`config.mk`:
```
export PLATFORM = sky130hd
export DESIGN_NAME = pwrsv_top
export DESIGN_NICKNAME = d
export VERILOG_FILES = /design/src/hw/pwrsv_pkg.sv /design/src/hw/pwrsv_top.sv /design/src/hw/pwrsv_unlock.sv
export SDC_FILE = /design/constraint.sdc
export NUM_CORES = 1
export LEC_CHECK = 0
export BUFFER_PORTS_ARGS = -buffer_cell sky130_fd_sc_hd__buf_2
export CORE_ASPECT_RATIO = 1.5
export CORE_MARGIN = 2
export CORE_UTILIZATION = 37
export DETAILED_ROUTE_END_ITERATION = 16
export GPL_TIMING_DRIVEN = 0
export PLACE_DENSITY = 0.77
export REMOVE_ABC_BUFFERS = 1
export SLEW_MARGIN = 40
export SYNTH_ARGS = -nofsm -noshare
export SYNTH_HDL_FRONTEND = slang
export SYNTH_HIERARCHICAL = 1
export SYNTH_SLANG_ARGS = --single-unit
```
`constraint.sdc`:
```
create_clock -name clk -period 1.8 [get_ports clk]
set_clock_uncertainty 0.1 [all_clocks]
set_input_delay 0.36 -clock clk [delete_from_list [all_inputs] [get_ports clk]]
set_output_delay 0.36 -clock clk [all_outputs]
set_load 0.03 [all_outputs]
```
`src/hw/pwrsv_pkg.sv`:
```
`default_nettype none
package pwrsv_pkg;
  // data-space offsets; io-space is offset minus the io base
  localparam logic [7:0] IO_BASE = 8'h20;
  localparam logic [7:0] IO_TOP = 8'h3F;
  localparam logic [7:0] OFF_SLEEP = 8'h53;
  localparam logic [7:0] OFF_CORE = 8'h55;
  localparam logic [7:0] OFF_GATE = 8'h64;
  localparam logic [7:0] RST_SLEEP = 8'h00;
  localparam logic [7:0] RST_CORE = 8'h00;
  localparam logic [7:0] RST_GATE = 8'h00;
  // field positions
  localparam int SLP_EN_BIT = 0;
  localparam int SLP_MODE_LO = 1;
  localparam int CORE_UNLOCK_BIT = 0;
  localparam int CORE_VSEL_BIT = 1;
  localparam int CORE_PUOFF_BIT = 4;
  localparam logic [7:0] GATE_MASK = 8'hEF;
  localparam logic [7:0] SLEEP_MASK = 8'h0F;
  localparam logic [7:0] CORE_MASK = 8'h13;
  // gate bit positions
  localparam int G_ADC = 0;
  localparam int G_UART = 1;
  localparam int G_SPI = 2;
  localparam int G_TIM1 = 3;
  localparam int G_TIM0 = 5;
  localparam int G_TIM2 = 6;
  localparam int G_TWI = 7;
  // timing counts in cycles
  localparam logic [2:0] UNLOCK_CYCLES = 3'h4;
  localparam logic [2:0] WAKE_HALT_CYCLES = 3'h4;

  typedef enum logic [2:0] {
    MODE_IDLE = 3'b000,
    MODE_NOISE = 3'b001,
    MODE_PDOWN = 3'b010,
    MODE_PSAVE = 3'b011,
    MODE_RSV4 = 3'b100,
    MODE_RSV5 = 3'b101,
    MODE_STBY = 3'b110,
    MODE_XSTBY = 3'b111
  } pwrsv_mode_t;

  typedef enum logic [1:0] {
    ST_RUN = 2'b00,
    ST_SLEEP = 2'b01,
    ST_WAKE = 2'b10
  } pwrsv_state_t;

  // register access from the core
  typedef struct packed {
    logic wr;
    logic rd;
    logic ioSpace;
    logic [7:0] addr;
    logic [7:0] wdata;
  } pwrsv_bus_t;

  // analog and support block needs
  typedef struct packed {
    logic adcEnabled;
    logic compEnabled;
    logic compUsesRef;
    logic brownoutFuse;
    logic watchdogEnabled;
    logic debugFuse;
  } pwrsv_analog_t;

  typedef struct packed {
    logic adcOn;
    logic adcLongConv;
    logic compOn;
    logic refOn;
    logic brownoutOn;
    logic watchdogOn;
    logic mainClkOn;
    logic inBufOn;
  } pwrsv_keep_t;
endpackage
`default_nettype wire

```
`src/hw/pwrsv_top.sv`:
```
`timescale 1ns/1ps
`default_nettype none
// Operation
// - set gate bit stops that peripheral clock, freezes it, blocks its register access.
// - clearing gate bit restarts clock; module resumes its frozen state.
// - gating acts in active and idle; other sleep modes stop clocks anyway.
// - enabled converter stays on in sleep; re-enable gives extended conversion.
// - comparator off outside idle and noise sleep; reference kept if it uses it.
// - fuse-enabled brownout detector stays on in all sleep modes.
// - enabled watchdog keeps running in all sleep modes.
// - reference on only while brownout, comparator or converter needs it.
// - input buffers off when io and converter clocks both stop, except wake pins.
// - debug fuse keeps main clock running in every sleep mode.
// - registers decode at data offset; sleep and core also at offset minus 0x20 in io space.
// - mode field bits 3:1 select idle, noise, down, save, standby, extended.
// - sleep instruction sleeps only when sleep enable bit 0 is one.
// - global pull-up off bit 4 kills every pull-up, even 0b01 pins.
// - vector select bit 1 picks flash start or boot section start.
// - select change needs unlock bit first, then select write within four cycles.
// - interrupts masked from unlock until after next instruction, or four cycles.
// - hardware clears unlock four cycles after writing, or on select write.
// - boot lock bits block interrupts while running the other section.
// - gate register 0x64: two-wire 7, timers 6 5 3, spi 2, uart 1, adc 0.
// - interrupt wake holds core four cycles past start-up, then runs handler.
module pwrsv_top
(
  input wire logic clk,
  input wire logic srst,
  input wire pwrsv_pkg::pwrsv_bus_t bus,
  output logic [7:0] rdata,
  output logic [7:0] gateRdMask,
  input wire logic sleepInstr,
  input wire logic wakeIrq,
  input wire logic startupDone,
  input wire logic instrDone,
  input wire logic inBootSection,
  input wire logic appLockBit,
  input wire logic bootLockBit,
  input wire logic [15:0] bootStart,
  input wire logic [7:0] pinDirectionBit,
  input wire logic [7:0] pinOutputBit,
  input wire logic [7:0] wakePins,
  input wire pwrsv_pkg::pwrsv_analog_t analog,
  output logic [7:0] periphClkEn,
  output logic [7:0] pullupOn,
  output logic [7:0] inBufEn,
  output logic [15:0] vectorBase,
  output logic intBlock,
  output logic coreHalt,
  output logic asleep,
  output logic [2:0] sleepModeOut,
  output pwrsv_pkg::pwrsv_keep_t keep
);
  import pwrsv_pkg::*;

  // map io-space addresses onto data-space offsets
  function automatic logic [7:0] dataAddr(input logic io, input logic [7:0] a);
    dataAddr = io ? a + IO_BASE : a;
  endfunction

  logic [7:0] sleepCtl, next_sleepCtl;
  logic [7:0] coreCtl, next_coreCtl;
  logic [7:0] gate, next_gate;
  pwrsv_state_t state, next_state;
  logic [2:0] haltCnt, next_haltCnt;
  logic adcWasOn, next_adcWasOn;
  logic longConv, next_longConv;
  logic [7:0] addr;
  logic inRange;
  logic hitSleep, hitCore, hitGate;
  logic unlockWrite, selWrite, unlockActive, unlockMask;
  logic [2:0] mode;
  logic idleLike, clocksStopped;

  // io space only covers 0x00..0x3F
  assign inRange = !bus.ioSpace || bus.addr <= IO_TOP;
  assign addr = dataAddr(bus.ioSpace, bus.addr);
  always_comb
  begin
    hitSleep = 1'b0;
    hitCore = 1'b0;
    hitGate = 1'b0;
    if (inRange && addr == OFF_SLEEP)
      hitSleep = 1'b1;
    else if (inRange && addr == OFF_CORE)
      hitCore = 1'b1;
    else if (!bus.ioSpace && addr == OFF_GATE)
      hitGate = 1'b1;
  end

  assign unlockWrite = bus.wr && hitCore && bus.wdata[CORE_UNLOCK_BIT];
  assign selWrite = bus.wr && hitCore && !bus.wdata[CORE_UNLOCK_BIT];

  pwrsv_unlock u_unlock
  (
    .clk(clk),
    .srst(srst),
    .unlockWrite(unlockWrite),
    .selWrite(selWrite),
    .instrDone(instrDone),
    .unlockActive(unlockActive),
    .intMask(unlockMask)
  );

  // register writes; select only moves inside the unlock window
  always_comb
  begin
    next_sleepCtl = sleepCtl;
    next_coreCtl = coreCtl;
    next_gate = gate;
    if (bus.wr && hitSleep)
      next_sleepCtl = bus.wdata & SLEEP_MASK;
    if (bus.wr && hitGate)
      next_gate = bus.wdata & GATE_MASK;
    if (bus.wr && hitCore)
    begin
      next_coreCtl[CORE_PUOFF_BIT] = bus.wdata[CORE_PUOFF_BIT];
      if (selWrite && unlockActive)
        next_coreCtl[CORE_VSEL_BIT] = bus.wdata[CORE_VSEL_BIT];
    end
    // stored unlock copy stays clear; reads take the live window instead,
    // since a registered copy would trail the window by one cycle
    next_coreCtl[CORE_UNLOCK_BIT] = 1'b0;
  end

  always_ff @(posedge clk)
  begin
    if (srst)
    begin
      sleepCtl <= RST_SLEEP;
      coreCtl <= RST_CORE;
      gate <= RST_GATE;
    end
    else
    begin
      sleepCtl <= next_sleepCtl;
      coreCtl <= next_coreCtl;
      gate <= next_gate;
    end
  end

  // read data registered; unmapped reads zero
  logic [7:0] next_rdata;
  always_comb
  begin
    next_rdata = 8'h00;
    if (bus.rd && hitSleep)
      next_rdata = sleepCtl;
    else if (bus.rd && hitCore)
      next_rdata = {coreCtl[7:1], unlockActive};
    else if (bus.rd && hitGate)
      next_rdata = gate;
  end
  always_ff @(posedge clk)
  begin
    if (srst)
      rdata <= 8'h00;
    else
      rdata <= next_rdata;
  end

  // sleep sequencing
  assign mode = sleepCtl[SLP_MODE_LO +: 3];
  always_comb
  begin
    next_state = state;
    next_haltCnt = haltCnt;
    case (state)
      ST_RUN:
      begin
        // without enable the sleep instruction falls through
        if (sleepInstr && sleepCtl[SLP_EN_BIT])
          next_state = ST_SLEEP;
      end
      ST_SLEEP:
      begin
        if (wakeIrq && startupDone)
        begin
          next_state = ST_WAKE;
          next_haltCnt = WAKE_HALT_CYCLES;
        end
      end
      ST_WAKE:
      begin
        if (haltCnt == 3'h1)
          next_state = ST_RUN;
        next_haltCnt = haltCnt - 3'h1;
      end
      default:
        next_state = ST_RUN;
    endcase
  end
  always_ff @(posedge clk)
  begin
    if (srst)
    begin
      state <= ST_RUN;
      haltCnt <= 3'h0;
    end
    else
    begin
      state <= next_state;
      haltCnt <= next_haltCnt;
    end
  end

  assign asleep = state == ST_SLEEP;
  assign coreHalt = state != ST_RUN;
  assign sleepModeOut = mode;
  assign idleLike = !asleep || mode == MODE_IDLE;
  // io and converter clocks both stop in every mode but idle and noise
  assign clocksStopped = asleep && mode != MODE_IDLE && mode != MODE_NOISE;

  // gate acts in active and idle; deeper modes stop the clocks anyway
  always_comb
  begin
    for (int i = 0; i < 8; i++)
    begin
      periphClkEn[i] = idleLike && !gate[i] && GATE_MASK[i];
      gateRdMask[i] = GATE_MASK[i] && !gate[i];
      pullupOn[i] = !coreCtl[CORE_PUOFF_BIT] && !pinDirectionBit[i] && pinOutputBit[i];
      inBufEn[i] = !clocksStopped || wakePins[i];
    end
  end
  // frozen state is inside each peripheral; clock removal alone preserves it

  assign vectorBase = coreCtl[CORE_VSEL_BIT] ? bootStart : 16'h0000;
  assign intBlock = unlockMask
    || (coreCtl[CORE_VSEL_BIT] && appLockBit && !inBootSection)
    || (!coreCtl[CORE_VSEL_BIT] && bootLockBit && inBootSection);

  // converter off then on forces one long conversion
  always_comb
  begin
    next_adcWasOn = keep.adcOn;
    next_longConv = longConv;
    if (keep.adcOn && !adcWasOn)
      next_longConv = 1'b1;
    else if (keep.adcOn && instrDone)
      next_longConv = 1'b0; // approximation: first instruction after restart ends it
  end
  always_ff @(posedge clk)
  begin
    if (srst)
    begin
      adcWasOn <= 1'b0;
      longConv <= 1'b1;
    end
    else
    begin
      adcWasOn <= next_adcWasOn;
      longConv <= next_longConv;
    end
  end

  assign keep.adcOn = analog.adcEnabled && !gate[G_ADC];
  assign keep.adcLongConv = longConv;
  assign keep.compOn = analog.compEnabled
    && (!asleep || mode == MODE_IDLE || mode == MODE_NOISE);
  assign keep.brownoutOn = analog.brownoutFuse;
  assign keep.watchdogOn = analog.watchdogEnabled;
  assign keep.refOn = analog.brownoutFuse || (analog.compEnabled && analog.compUsesRef)
    || keep.adcOn;
  assign keep.mainClkOn = !asleep || analog.debugFuse || mode == MODE_STBY
    || mode == MODE_XSTBY || mode == MODE_IDLE || mode == MODE_NOISE;
  assign keep.inBufOn = !clocksStopped;
endmodule
`default_nettype wire

```
`src/hw/pwrsv_unlock.sv`:
```
`timescale 1ns/1ps
`default_nettype none
// timed unlock window for the vector select bit
module pwrsv_unlock
(
  input wire logic clk,
  input wire logic srst,
  input wire logic unlockWrite,
  input wire logic selWrite,
  input wire logic instrDone,
  output logic unlockActive,
  output logic intMask
);
  import pwrsv_pkg::*;
  logic [2:0] cnt;
  logic [2:0] next_cnt;
  logic tail;
  logic next_tail;

  // count down the window; a select write closes it early
  always_comb
  begin
    next_cnt = cnt;
    next_tail = tail;
    if (unlockWrite)
    begin
      next_cnt = UNLOCK_CYCLES;
      next_tail = 1'b0;
    end
    else if (selWrite && cnt != 3'h0)
    begin
      next_cnt = 3'h0;
      next_tail = 1'b1; // mask until next instruction ends
    end
    else if (cnt != 3'h0)
    begin
      next_cnt = cnt - 3'h1;
    end
    else if (tail && instrDone)
    begin
      next_tail = 1'b0;
    end
  end

  always_ff @(posedge clk)
  begin
    if (srst)
    begin
      cnt <= 3'h0;
      tail <= 1'b0;
    end
    else
    begin
      cnt <= next_cnt;
      tail <= next_tail;
    end
  end

  assign unlockActive = cnt != 3'h0;
  // masking starts in the very cycle the unlock bit is written
  assign intMask = unlockWrite || unlockActive || tail;
endmodule
`default_nettype wire

```
==> out/metrics.cfg, run 1 <==
[status]
outcome=complete, but fails checks
violations=negative setup slack

[sta]
period_minus_slack_ns=2.16
fmax_mhz=462
setup_slack_ns=-0.362
final_max_slew_viol_count=0
hold_viol_final=0
hold_ws_ns=0.268
rsz0062_at_grt=yes
fin_crit_sh_pct=120
finalSetupViolations=5
relSlewSlack_pct=61.5
tns_ns=-0.648
tightest_slew_ns=0.572

[global_route]
grt_overflow=0
grt_usage_pct=18.6
grt_max_degree=21
grt_pass1_wl_mm=8.92
grt_pass1_vias=2095
antenna_found_initial=0

[die]
dieArea_um2=5940
num_rows=32
dieHeight_um=93.4
start_util_pct=38.5
die_x_um=63.6
pin_count=144
core_um2=5120

[clock_tree]
path_clk_slew_ns=0.07
cts_buffers=5
clk_path_buf_depth=2
htreeDepth=2
clock_sinks=32
root_buffer=clkbuf_8
cts_tree=built
clock_latency_ns=0.29

[layout]
n_fill_cell=480
final_core_util_pct=60.0
final_cell_mix=buf_2, dfxtp_1, nand2_1
finalNetCount=464
drive_gt1_share_pct=48.6
fin_cells=453
n_antenna_cell=0
syn_to_final_growth_pct=56.0
final_common_cell=buf_2

[placed_design]
port_buffers=139
dp_slack_ns=-0.719
gp_congestion=0.792
placedCellCount=438
dp_hpwl_mm=4.34

[route]
vias=2263
drc=0
drt_wl_total_mm=5.84
postRouteAntennaNets=0
avgViaCountPerCell=5.00
wl_per_cell_um=12.9
drt_iter0_markers=110
drtPass1Iterations=4

[setup_path]
crit_chain=buf_8, ha_4, nand2_2, o22a_2, nor4_4, or3_4, inv_2, o221ai_2, buf_6
critPathSlowestCell=or3_4
crit_type=in -> out
path_buf_inv=3
crit_fanout=3
cp-start-kind=input pin
arrival_ns=1.70
cp_top_family=simple AND/OR/NAND/NOR gates
critical_path.max_stage_delay_ns=0.39
worstPathRequired_ns=1.34
setup.worst_path.end_class=output pin

[logic_synthesis]
yosysWarnings=6
ys_ff_latch=32
netlist_instances=250
synthArstFlopShare_pct=0
mappedNetlistArea_um2=1970
synthFlopType=dfxtp_1
yosys.cell_types.count=49
synth_edf_count=0
syn_area_per_cell_um2=7.89
ys_seq_area_share_pct=32.5

[power]
p_leak_nw=1.42
ir_drop_mv=0.335
power.density_nw_per_um2=653

[hold_path]
worst_hold_path_type=in -> reg

[job]
max_cap_viol_count=0

-- cells by family after synthesis --
kind of cell | count (synthesis) | synth area share (%)
DFF | 32 | 32.5
and+or+nand+nor | 123 | 35.6
other | 1 | 0.190
buffers and inverters | 44 | 10.3
adders and majority gates | 6 | 3.81
xor gates and xnor gates | 3 | 1.33
muxes | 8 | 4.06
AOI/OAI and AO/OA | 33 | 12.2
-- layout make-up --
| type | instances | area (um2) | share of cell area, % |
|---|---|---|---|
| Clock buffer | 7 | 96.3 | 3.13 |
| Clock inverter | 1 | 30.0 | 0.976 |
| Inverter | 24 | 90.1 | 2.93 |
| Multi-Input combinational cell | 176 | 1310 | 42.7 |
| Sequential cell | 32 | 654 | 21.3 |
| Tap cell | 68 | 85.1 | 2.77 |
| Timing Repair Buffer | 145 | 806 | 26.2 |
-- metal layers --
metal,vias to the layer above,track usage (%),wire length [um]
li1,1120,-,-
met1,1021,19.6,2210
met2,101,34.6,3140
met3,21,3.25,341
met4,0,9.96,150
met5,-,0,0
-- worst reg2reg max path, stage by stage, from the launching register on --
cell      delay [ns]
dfxtp_1         0.34
inv_1           0.08
ha_4            0.18
ha_4            0.15
inv_1           0.10
nand3b_1        0.08
a21oi_1         0.17
nand4_1         0.17
a221oi_2        0.25
-- report_power, final --
part	internal [mW]	leakage, nW	switching, mW
sequential	0.722	0.262	0.0110
clock	0.488	0.0645	0.262
combinational	0.249	1.09	0.276
-- synth_stat cells (all sizes together) (3+ instances only) --
library cell / n / share of area (%)
nor2: 16 / 3.0
ha: 6 / 3.8
a21oi: 13 / 3.3
or2: 3 / 0.95
dfxtp: 32 / 32
nor3b: 9 / 3.7
nor2b: 5 / 1.6
inv: 24 / 4.6
and2: 19 / 6.0
and3: 4 / 1.3
nand3: 5 / 1.5
buf: 13 / 4.4
o31ai: 5 / 1.9
clkbuf: 7 / 1.3
or3: 12 / 3.8
nand2b: 5 / 1.6
mux2i: 8 / 4.1
nand2: 26 / 4.9
nand4: 7 / 2.2
-- metrics by stage --
step                total power [mW]  instance area (um2)
floorplan                      0.979                 1860
global placement                1.13                 2640
detailed placement              1.14                 2640
CTS                             1.99                 2980
global route                    2.09                 3080
finish                          2.01                 3080
-- final timing paths --
check                                                   from                        to  slack [ns]  cells past startpoint
worst max-delay path                                 bus[14]                  intBlock       -0.36                      9
worst min-delay path                                  bus[2]  sleepCtl[2]$_SDFFE_PP0P_        0.27                      3
worst max register to register  u_unlock/cnt[0]$_SDFFE_PP0P_       rdata[0]$_SDFF_PP0_        0.11                      8
worst min register to register           adcWasOn$_SDFF_PP0_     longConv$_SDFFE_PP1P_        0.36                      1
-- state kept, by name (all words and copies together) (netlist names) --
| register | cells |
|---|---|
| rdata | 8 |
| adcWasOn | 1 |
| haltCnt | 3 |
| state | 2 |
| coreCtl | 2 |
| gate | 7 |
| u_unlock/tail | 1 |
| u_unlock/cnt | 3 |
| longConv | 1 |
| sleepCtl | 4 |
-- repair_timing --
item                                    4_1_cts  5_1_grt
endpoints found under the setup margin       42       27
setup buffers                                 5        1
pin swaps                                    10        2
resized for setup                            39       27
hold buffers                                  0        0
gates cloned                                  1        0
Note: power is estimated with default switching activity, not from simulation.
==> run 2: changes to the inputs <==
--- a/config.mk
+++ b/config.mk
@@ -7,7 +7,6 @@
 export LEC_CHECK = 0
 export BUFFER_PORTS_ARGS = -buffer_cell sky130_fd_sc_hd__buf_2
 export CORE_ASPECT_RATIO = 1.5
-export CORE_MARGIN = 2
 export CORE_UTILIZATION = 37
 export DETAILED_ROUTE_END_ITERATION = 16
 export GPL_TIMING_DRIVEN = 0
==> out/metrics.cfg, run 2 (synthesis gave the netlist of run 1 again) <==
[status]
outcome=complete, but fails checks
violations=negative setup slack

[layout]
final_cell_mix=buf_2, nand2_1, dfxtp_1
syn_to_final_growth_pct=61.2
largest_register=rdata
n_antenna_cell=0  ; unchanged
reg_top3=rdata (8), gate (7), sleepCtl (4)
final_common_cell=buf_2
finalNetCount=469  ; +1.1%
largest_reg_flops=8  ; unchanged
drive_gt1_share_pct=51.5  ; +3.0 points
n_fill_cell=436  ; -9.2%

[clock_tree]
clock_sinks=32  ; unchanged
path_clk_slew_ns=0.07  ; about the same
root_buffer=clkbuf_8
clock_latency_ns=0.29  ; about the same
htreeDepth=2  ; unchanged
cts_buffers=5  ; unchanged
cts_hold_buf=0  ; unchanged
clk_path_buf_depth=2  ; unchanged
cts_tree=built

[sta]
finalSetupViolations=19  ; +14
setup_slack_ns=-0.360  ; +0.00275 ns
final_max_slew_viol_count=0  ; unchanged
rsz0062_at_grt=yes
fin_crit_sh_pct=120  ; -0.15 points
period_minus_slack_ns=2.16  ; -0.00275 ns
fmax_mhz=463  ; +0.13%
tightest_slew_ns=0.645  ; +0.0736 ns
hold_viol_final=0  ; unchanged
relSlewSlack_pct=56.6  ; -5.0 points
hold_ws_ns=0.242  ; -0.0260 ns

[route]
drc=0  ; unchanged
wl_per_cell_um=13.0  ; +1.1%
drt_wl_total_mm=5.97  ; +2.2%
drt_iter0_markers=168  ; +53%
avgViaCountPerCell=5.06  ; +1.2%
postRouteAntennaNets=0  ; unchanged
drtPass1Iterations=5  ; +1
vias=2316  ; +2.3%

[die]
dieHeight_um=91.4  ; -2.1%
pin_count=144  ; unchanged
start_util_pct=38.5  ; unchanged
core_um2=5120  ; unchanged
num_rows=32  ; unchanged
die_x_um=61.6  ; -3.1%
dieArea_um2=5630  ; -5.2%

[setup_path]
cp_top_family=simple AND/OR/NAND/NOR gates
crit_type=in -> out
setup.worst_path.end_class=output pin
cp-start-kind=input pin
critPathSlowestCell=or2_4
crit_chain=buf_2, or2_4, a21o_1, nor4_4, or3_4, inv_2, o221ai_2, buf_6
crit_fanout=5  ; +2
path_buf_inv=3  ; unchanged
critical_path.max_stage_delay_ns=0.28  ; -0.11 ns
worstPathRequired_ns=1.34  ; about the same
arrival_ns=1.70  ; about the same

[global_route]
grt_pass1_wl_mm=8.68  ; -2.7%
antenna_found_initial=0  ; unchanged
grt_pass1_vias=2110  ; +0.72%
grt_usage_pct=19.6  ; +0.98 points
grt_overflow=0  ; unchanged
grt_max_degree=21  ; unchanged

[power]
ir_drop_mv=0.418  ; +25%
p_int_mw=1.44  ; -1.1%
power_frac_seq_pct=36.6  ; about the same
p_leak_nw=1.48  ; +4.0%
power.density_nw_per_um2=637  ; -2.5%
combPwrFrac_pct=29.6  ; +3.5 points
p_clk_share_pct=33.8  ; -3.6 points
switchingPower_mw=0.580  ; +5.6%
switching_share_pct=28.7  ; +1.3 points

[placed_design]
gp_congestion=0.801  ; +1.1%
dp_slack_ns=-0.703  ; +0.0159 ns
dp_hpwl_mm=4.15  ; -4.5%
port_buffers=139  ; unchanged

[hold_path]
worst_hold_path_type=in -> reg

[job]
max_cap_viol_count=0  ; unchanged

==> run 2: layer usage <==
layer  wire, um  GRT usage [%]
met1       2250           19.3
met2       3220           37.0
met3        384           3.99
met4        114           7.78
met5          0              0
==> run 2: cell type report <==
cell class / instances / area, um2 / share of cell area, %
timing repair buffer: 150 / 898 / 28.3
clock buffer: 5 / 68.8 / 2.17
multi-input combinational: 176 / 1340 / 42.0
tap: 68 / 85.1 / 2.68
inverter: 24 / 92.6 / 2.91
sequential: 32 / 654 / 20.6
clock inverter: 3 / 42.5 / 1.34
==> run 2: final timing paths <==
| path | start | endpoint | slack [ns] | depth (start not counted) |
|---|---|---|---|---|
| setup / recovery | bus[16] | intBlock | -0.36 | 8 |
| hold / removal | bus[2] | sleepCtl[2]$_SDFFE_PP0P_ | 0.24 | 3 |
| setup reg to reg | u_unlock/cnt[0]$_SDFFE_PP0P_ | rdata[0]$_SDFF_PP0_ | 0.09 | 9 |
| hold reg to reg | adcWasOn$_SDFF_PP0_ | longConv$_SDFFE_PP1P_ | 0.34 | 1 |
==> run 2: worst min-delay path, delay by kind of cell <==
family / cells / cell delay, ns
buffers and inverters: 1 / 0.09
and+or+nand+nor: 1 / 0.07
muxes: 1 / 0.06
==> run 2: power groups by stage <==
stage / combinational (mW) / clock [mW] / sequential, mW
final: 0.600 / 0.684 / 0.740
after global routing: 0.643 / 0.723 / 0.742
after CTS: 0.472 / 0.695 / 0.736
after detailed placement: 0.386 / 0 / 0.752
after global placement: 0.376 / 0 / 0.751
after floorplan: 0.226 / 0 / 0.752
==> run 2: repair_timing <==
item,CTS,global route
gates resized for setup,32,66
gates cloned,1,0
buffers inserted,6,5
setup endpoints to repair,39,46
pin swaps,9,7
==> run 2: through the flow <==
step | instances | setup TNS, ns | total power [mW] | util (%) | instance area (um2)
finish | 458 | -2.39 | 2.02 | 62.0 | 3180
global route | 458 | -4.76 | 2.11 | 62.0 | 3180
CTS | 453 | -3.72 | 1.90 | 57.8 | 2960
detailed placement | 438 | -12.45 | 1.14 | 51.6 | 2640
global placement | 438 | -10.88 | 1.13 | 51.6 | 2640
floorplan | 231 | -3.16 | 0.979 | - | 1860
==> run 3: changes to the inputs <==
--- a/config.mk
+++ b/config.mk
@@ -5,7 +5,7 @@
 export SDC_FILE = /design/constraint.sdc
 export NUM_CORES = 1
 export LEC_CHECK = 0
-export BUFFER_PORTS_ARGS = -buffer_cell sky130_fd_sc_hd__buf_2
+export BUFFER_PORTS_ARGS = -buffer_cell sky130_fd_sc_hd__buf_4
 export CORE_ASPECT_RATIO = 1.5
 export CORE_UTILIZATION = 37
 export DETAILED_ROUTE_END_ITERATION = 16
==> out/metrics.cfg, run 3 (synthesis gave the netlist of run 1 again) <==
[die]
num_rows=32  ; unchanged
core_um2=5120  ; unchanged
dieArea_um2=5630  ; unchanged
start_util_pct=38.5  ; unchanged
pin_count=144  ; unchanged
dieHeight_um=91.4  ; unchanged
die_x_um=61.6  ; unchanged

[placed_design]
dp_hpwl_mm=4.43  ; +6.9%
dp_slack_ns=-0.684  ; +0.0191 ns
placedCellCount=438  ; unchanged
place_area_um2=2990  ; +13%
port_buffers=139  ; unchanged
gp_congestion=0.820  ; +2.4%

[layout]
final_cell_mix=buf_4, nand2_1, dfxtp_1
final_common_cell=buf_4
final_core_util_pct=66.2  ; +4.2 points
finalNetCount=465  ; -0.85%
fin_cells=454  ; -0.87%
stdcell_area_um2=3390  ; +6.7%
largest_reg_flops=8  ; unchanged
drive_gt1_share_pct=48.7  ; -2.8 points
reg_top3=rdata (8), gate (7), sleepCtl (4)
n_antenna_cell=0  ; unchanged
syn_to_final_growth_pct=72.0
largest_register=rdata

[power]
p_leak_nw=1.52  ; +3.1%
power.density_nw_per_um2=583  ; -8.5%
power_mw=1.98  ; -2.4%
ir_drop_mv=0.363  ; -13%

[setup_path]
reg2regPathDepth=8  ; -1
r2r-start=u_unlock/cnt[0]$_SDFFE_PP0P_
cp_top_family=simple AND/OR/NAND/NOR gates
r2r_end=rdata[0]$_SDFF_PP0_
crit_type=in -> out
crit_fanout=3  ; -2
worstPathRequired_ns=1.34  ; about the same
path_buf_inv=3  ; unchanged
r2r_setup_slack_ns=0.13  ; +0.04 ns
cp-start-kind=input pin
cp.depth=9  ; +1
crit_chain=buf_8, ha_4, xor2_2, o22a_2, nor4_4, or3_1, inv_1, o221ai_2, buf_6
arrival_ns=1.71  ; about the same
critPathSlowestCell=or3_1
critical_path.max_stage_delay_ns=0.33  ; +0.05 ns
setup.worst_path.end_class=output pin

[global_route]
grt_overflow=0  ; unchanged
antenna_found_initial=0  ; unchanged
grt_usage_pct=20.5  ; +0.94 points
grt_pass1_wl_mm=8.86  ; +2.1%
grt_pass1_vias=2039  ; -3.4%
grt_max_degree=21  ; unchanged

[route]
vias=2250  ; -2.8%
drtPass1Iterations=4  ; -1
avgViaCountPerCell=4.96  ; -2.0%
drt_wl_total_mm=5.76  ; -3.6%
postRouteAntennaNets=0  ; unchanged
drt_iter0_markers=99  ; -41%
drc=0  ; unchanged
wl_per_cell_um=12.7  ; -2.7%

[sta]
fin_crit_sh_pct=120  ; +0.44 points
fmax_mhz=461  ; -0.37%
tightest_slew_ns=0.580  ; -0.0656 ns
relSlewSlack_pct=61.0  ; +4.4 points
tns_ns=-1.39  ; +0.999 ns
hold_ws_ns=0.245  ; +0.00350 ns
hold_viol_final=0  ; unchanged
setup_slack_ns=-0.368  ; -0.00799 ns
final_max_slew_viol_count=0  ; unchanged
finalSetupViolations=11  ; -8
rsz0062_at_grt=yes
period_minus_slack_ns=2.17  ; +0.00799 ns

[status]
violations=negative setup slack
outcome=complete, but fails checks

[clock_tree]
cts_hold_buf=0  ; unchanged
root_buffer=clkbuf_8
cts_buffers=5  ; unchanged
htreeDepth=2  ; unchanged
clock_sinks=32  ; unchanged
clock_latency_ns=0.29  ; about the same
clk_path_buf_depth=2  ; unchanged
cts_tree=built
path_clk_slew_ns=0.06  ; about the same

[job]
max_cap_viol_count=0  ; unchanged

[hold_path]
hold_end=u_unlock/tail$_SDFFE_PP0P_
min_from=instrDone
holdPathStages=3  ; unchanged
worst_hold_path_type=in -> reg

run 3: changes by cell type in the layout (fill, tap and decap cells not counted), moves of 2 or more:
cell and change:
or3_1 +3, nor2_2 -2, or3_4 -3, buf_4 +119, buf_2 -120, nor2_1 +2, buf_6 -2
run 3: worst register-to-register path, stage by stage, from the launching register on:
cell and delay [ns]:
dfxtp_1 0.36, inv_2 0.05, ha_4 0.16, ha_4 0.16
inv_2 0.06, nand3b_1 0.07, a21oi_1 0.20, nand4_1 0.16
a221oi_2 0.25
run 3: worst max path at each step:
stage / from / to / slack [ns]
3_5_place_dp: bus[13] / gate[1]$_SDFFE_PP0P_ / -0.68
3_3_place_gp: bus[13] / intBlock / -0.63
4_1_cts: bus[14] / intBlock / -0.38
6_report: bus[14] / intBlock / -0.37
2_1_floorplan: bus[13] / intBlock / -0.34
5_1_grt: bus[16] / intBlock / -0.44
run 3: routing by layer:
metal,vias up,track usage (%),routed length [um]
li1,1118,-,-
met1,1029,19.9,2080
met2,93,38.5,3210
met3,10,5.13,374
met4,0,8.15,102
met5,-,0,0
run 3: power by group:
group | switching, mW | internal, mW | leakage, nW | total, mW
sequential | 0.0124 | 0.725 | 0.262 | 0.738
clock | 0.262 | 0.410 | 0.0552 | 0.672
combinational | 0.267 | 0.299 | 1.20 | 0.566
total | 0.541 | 1.43 | 1.52 | 1.98
run 3: cell type report:
| class | instances | area [um2] |
|---|---|---|
| Sequential cell | 32 | 653 |
| Fill cell | 461 | 1730 |
| Clock buffer | 6 | 72.6 |
| Clock inverter | 2 | 35.0 |
| Timing Repair Buffer | 146 | 1150 |
| Inverter | 24 | 90.1 |
| Tap cell | 68 | 85.1 |
| Multi-Input combinational cell | 176 | 1310 |
run 3: timing repair:
item,CTS,global route
pin swaps,9,5
gates cloned,1,0
setup buffers,6,1
hold endpoints to repair,0,0
gates resized for setup,26,26
setup endpoints to repair,41,44
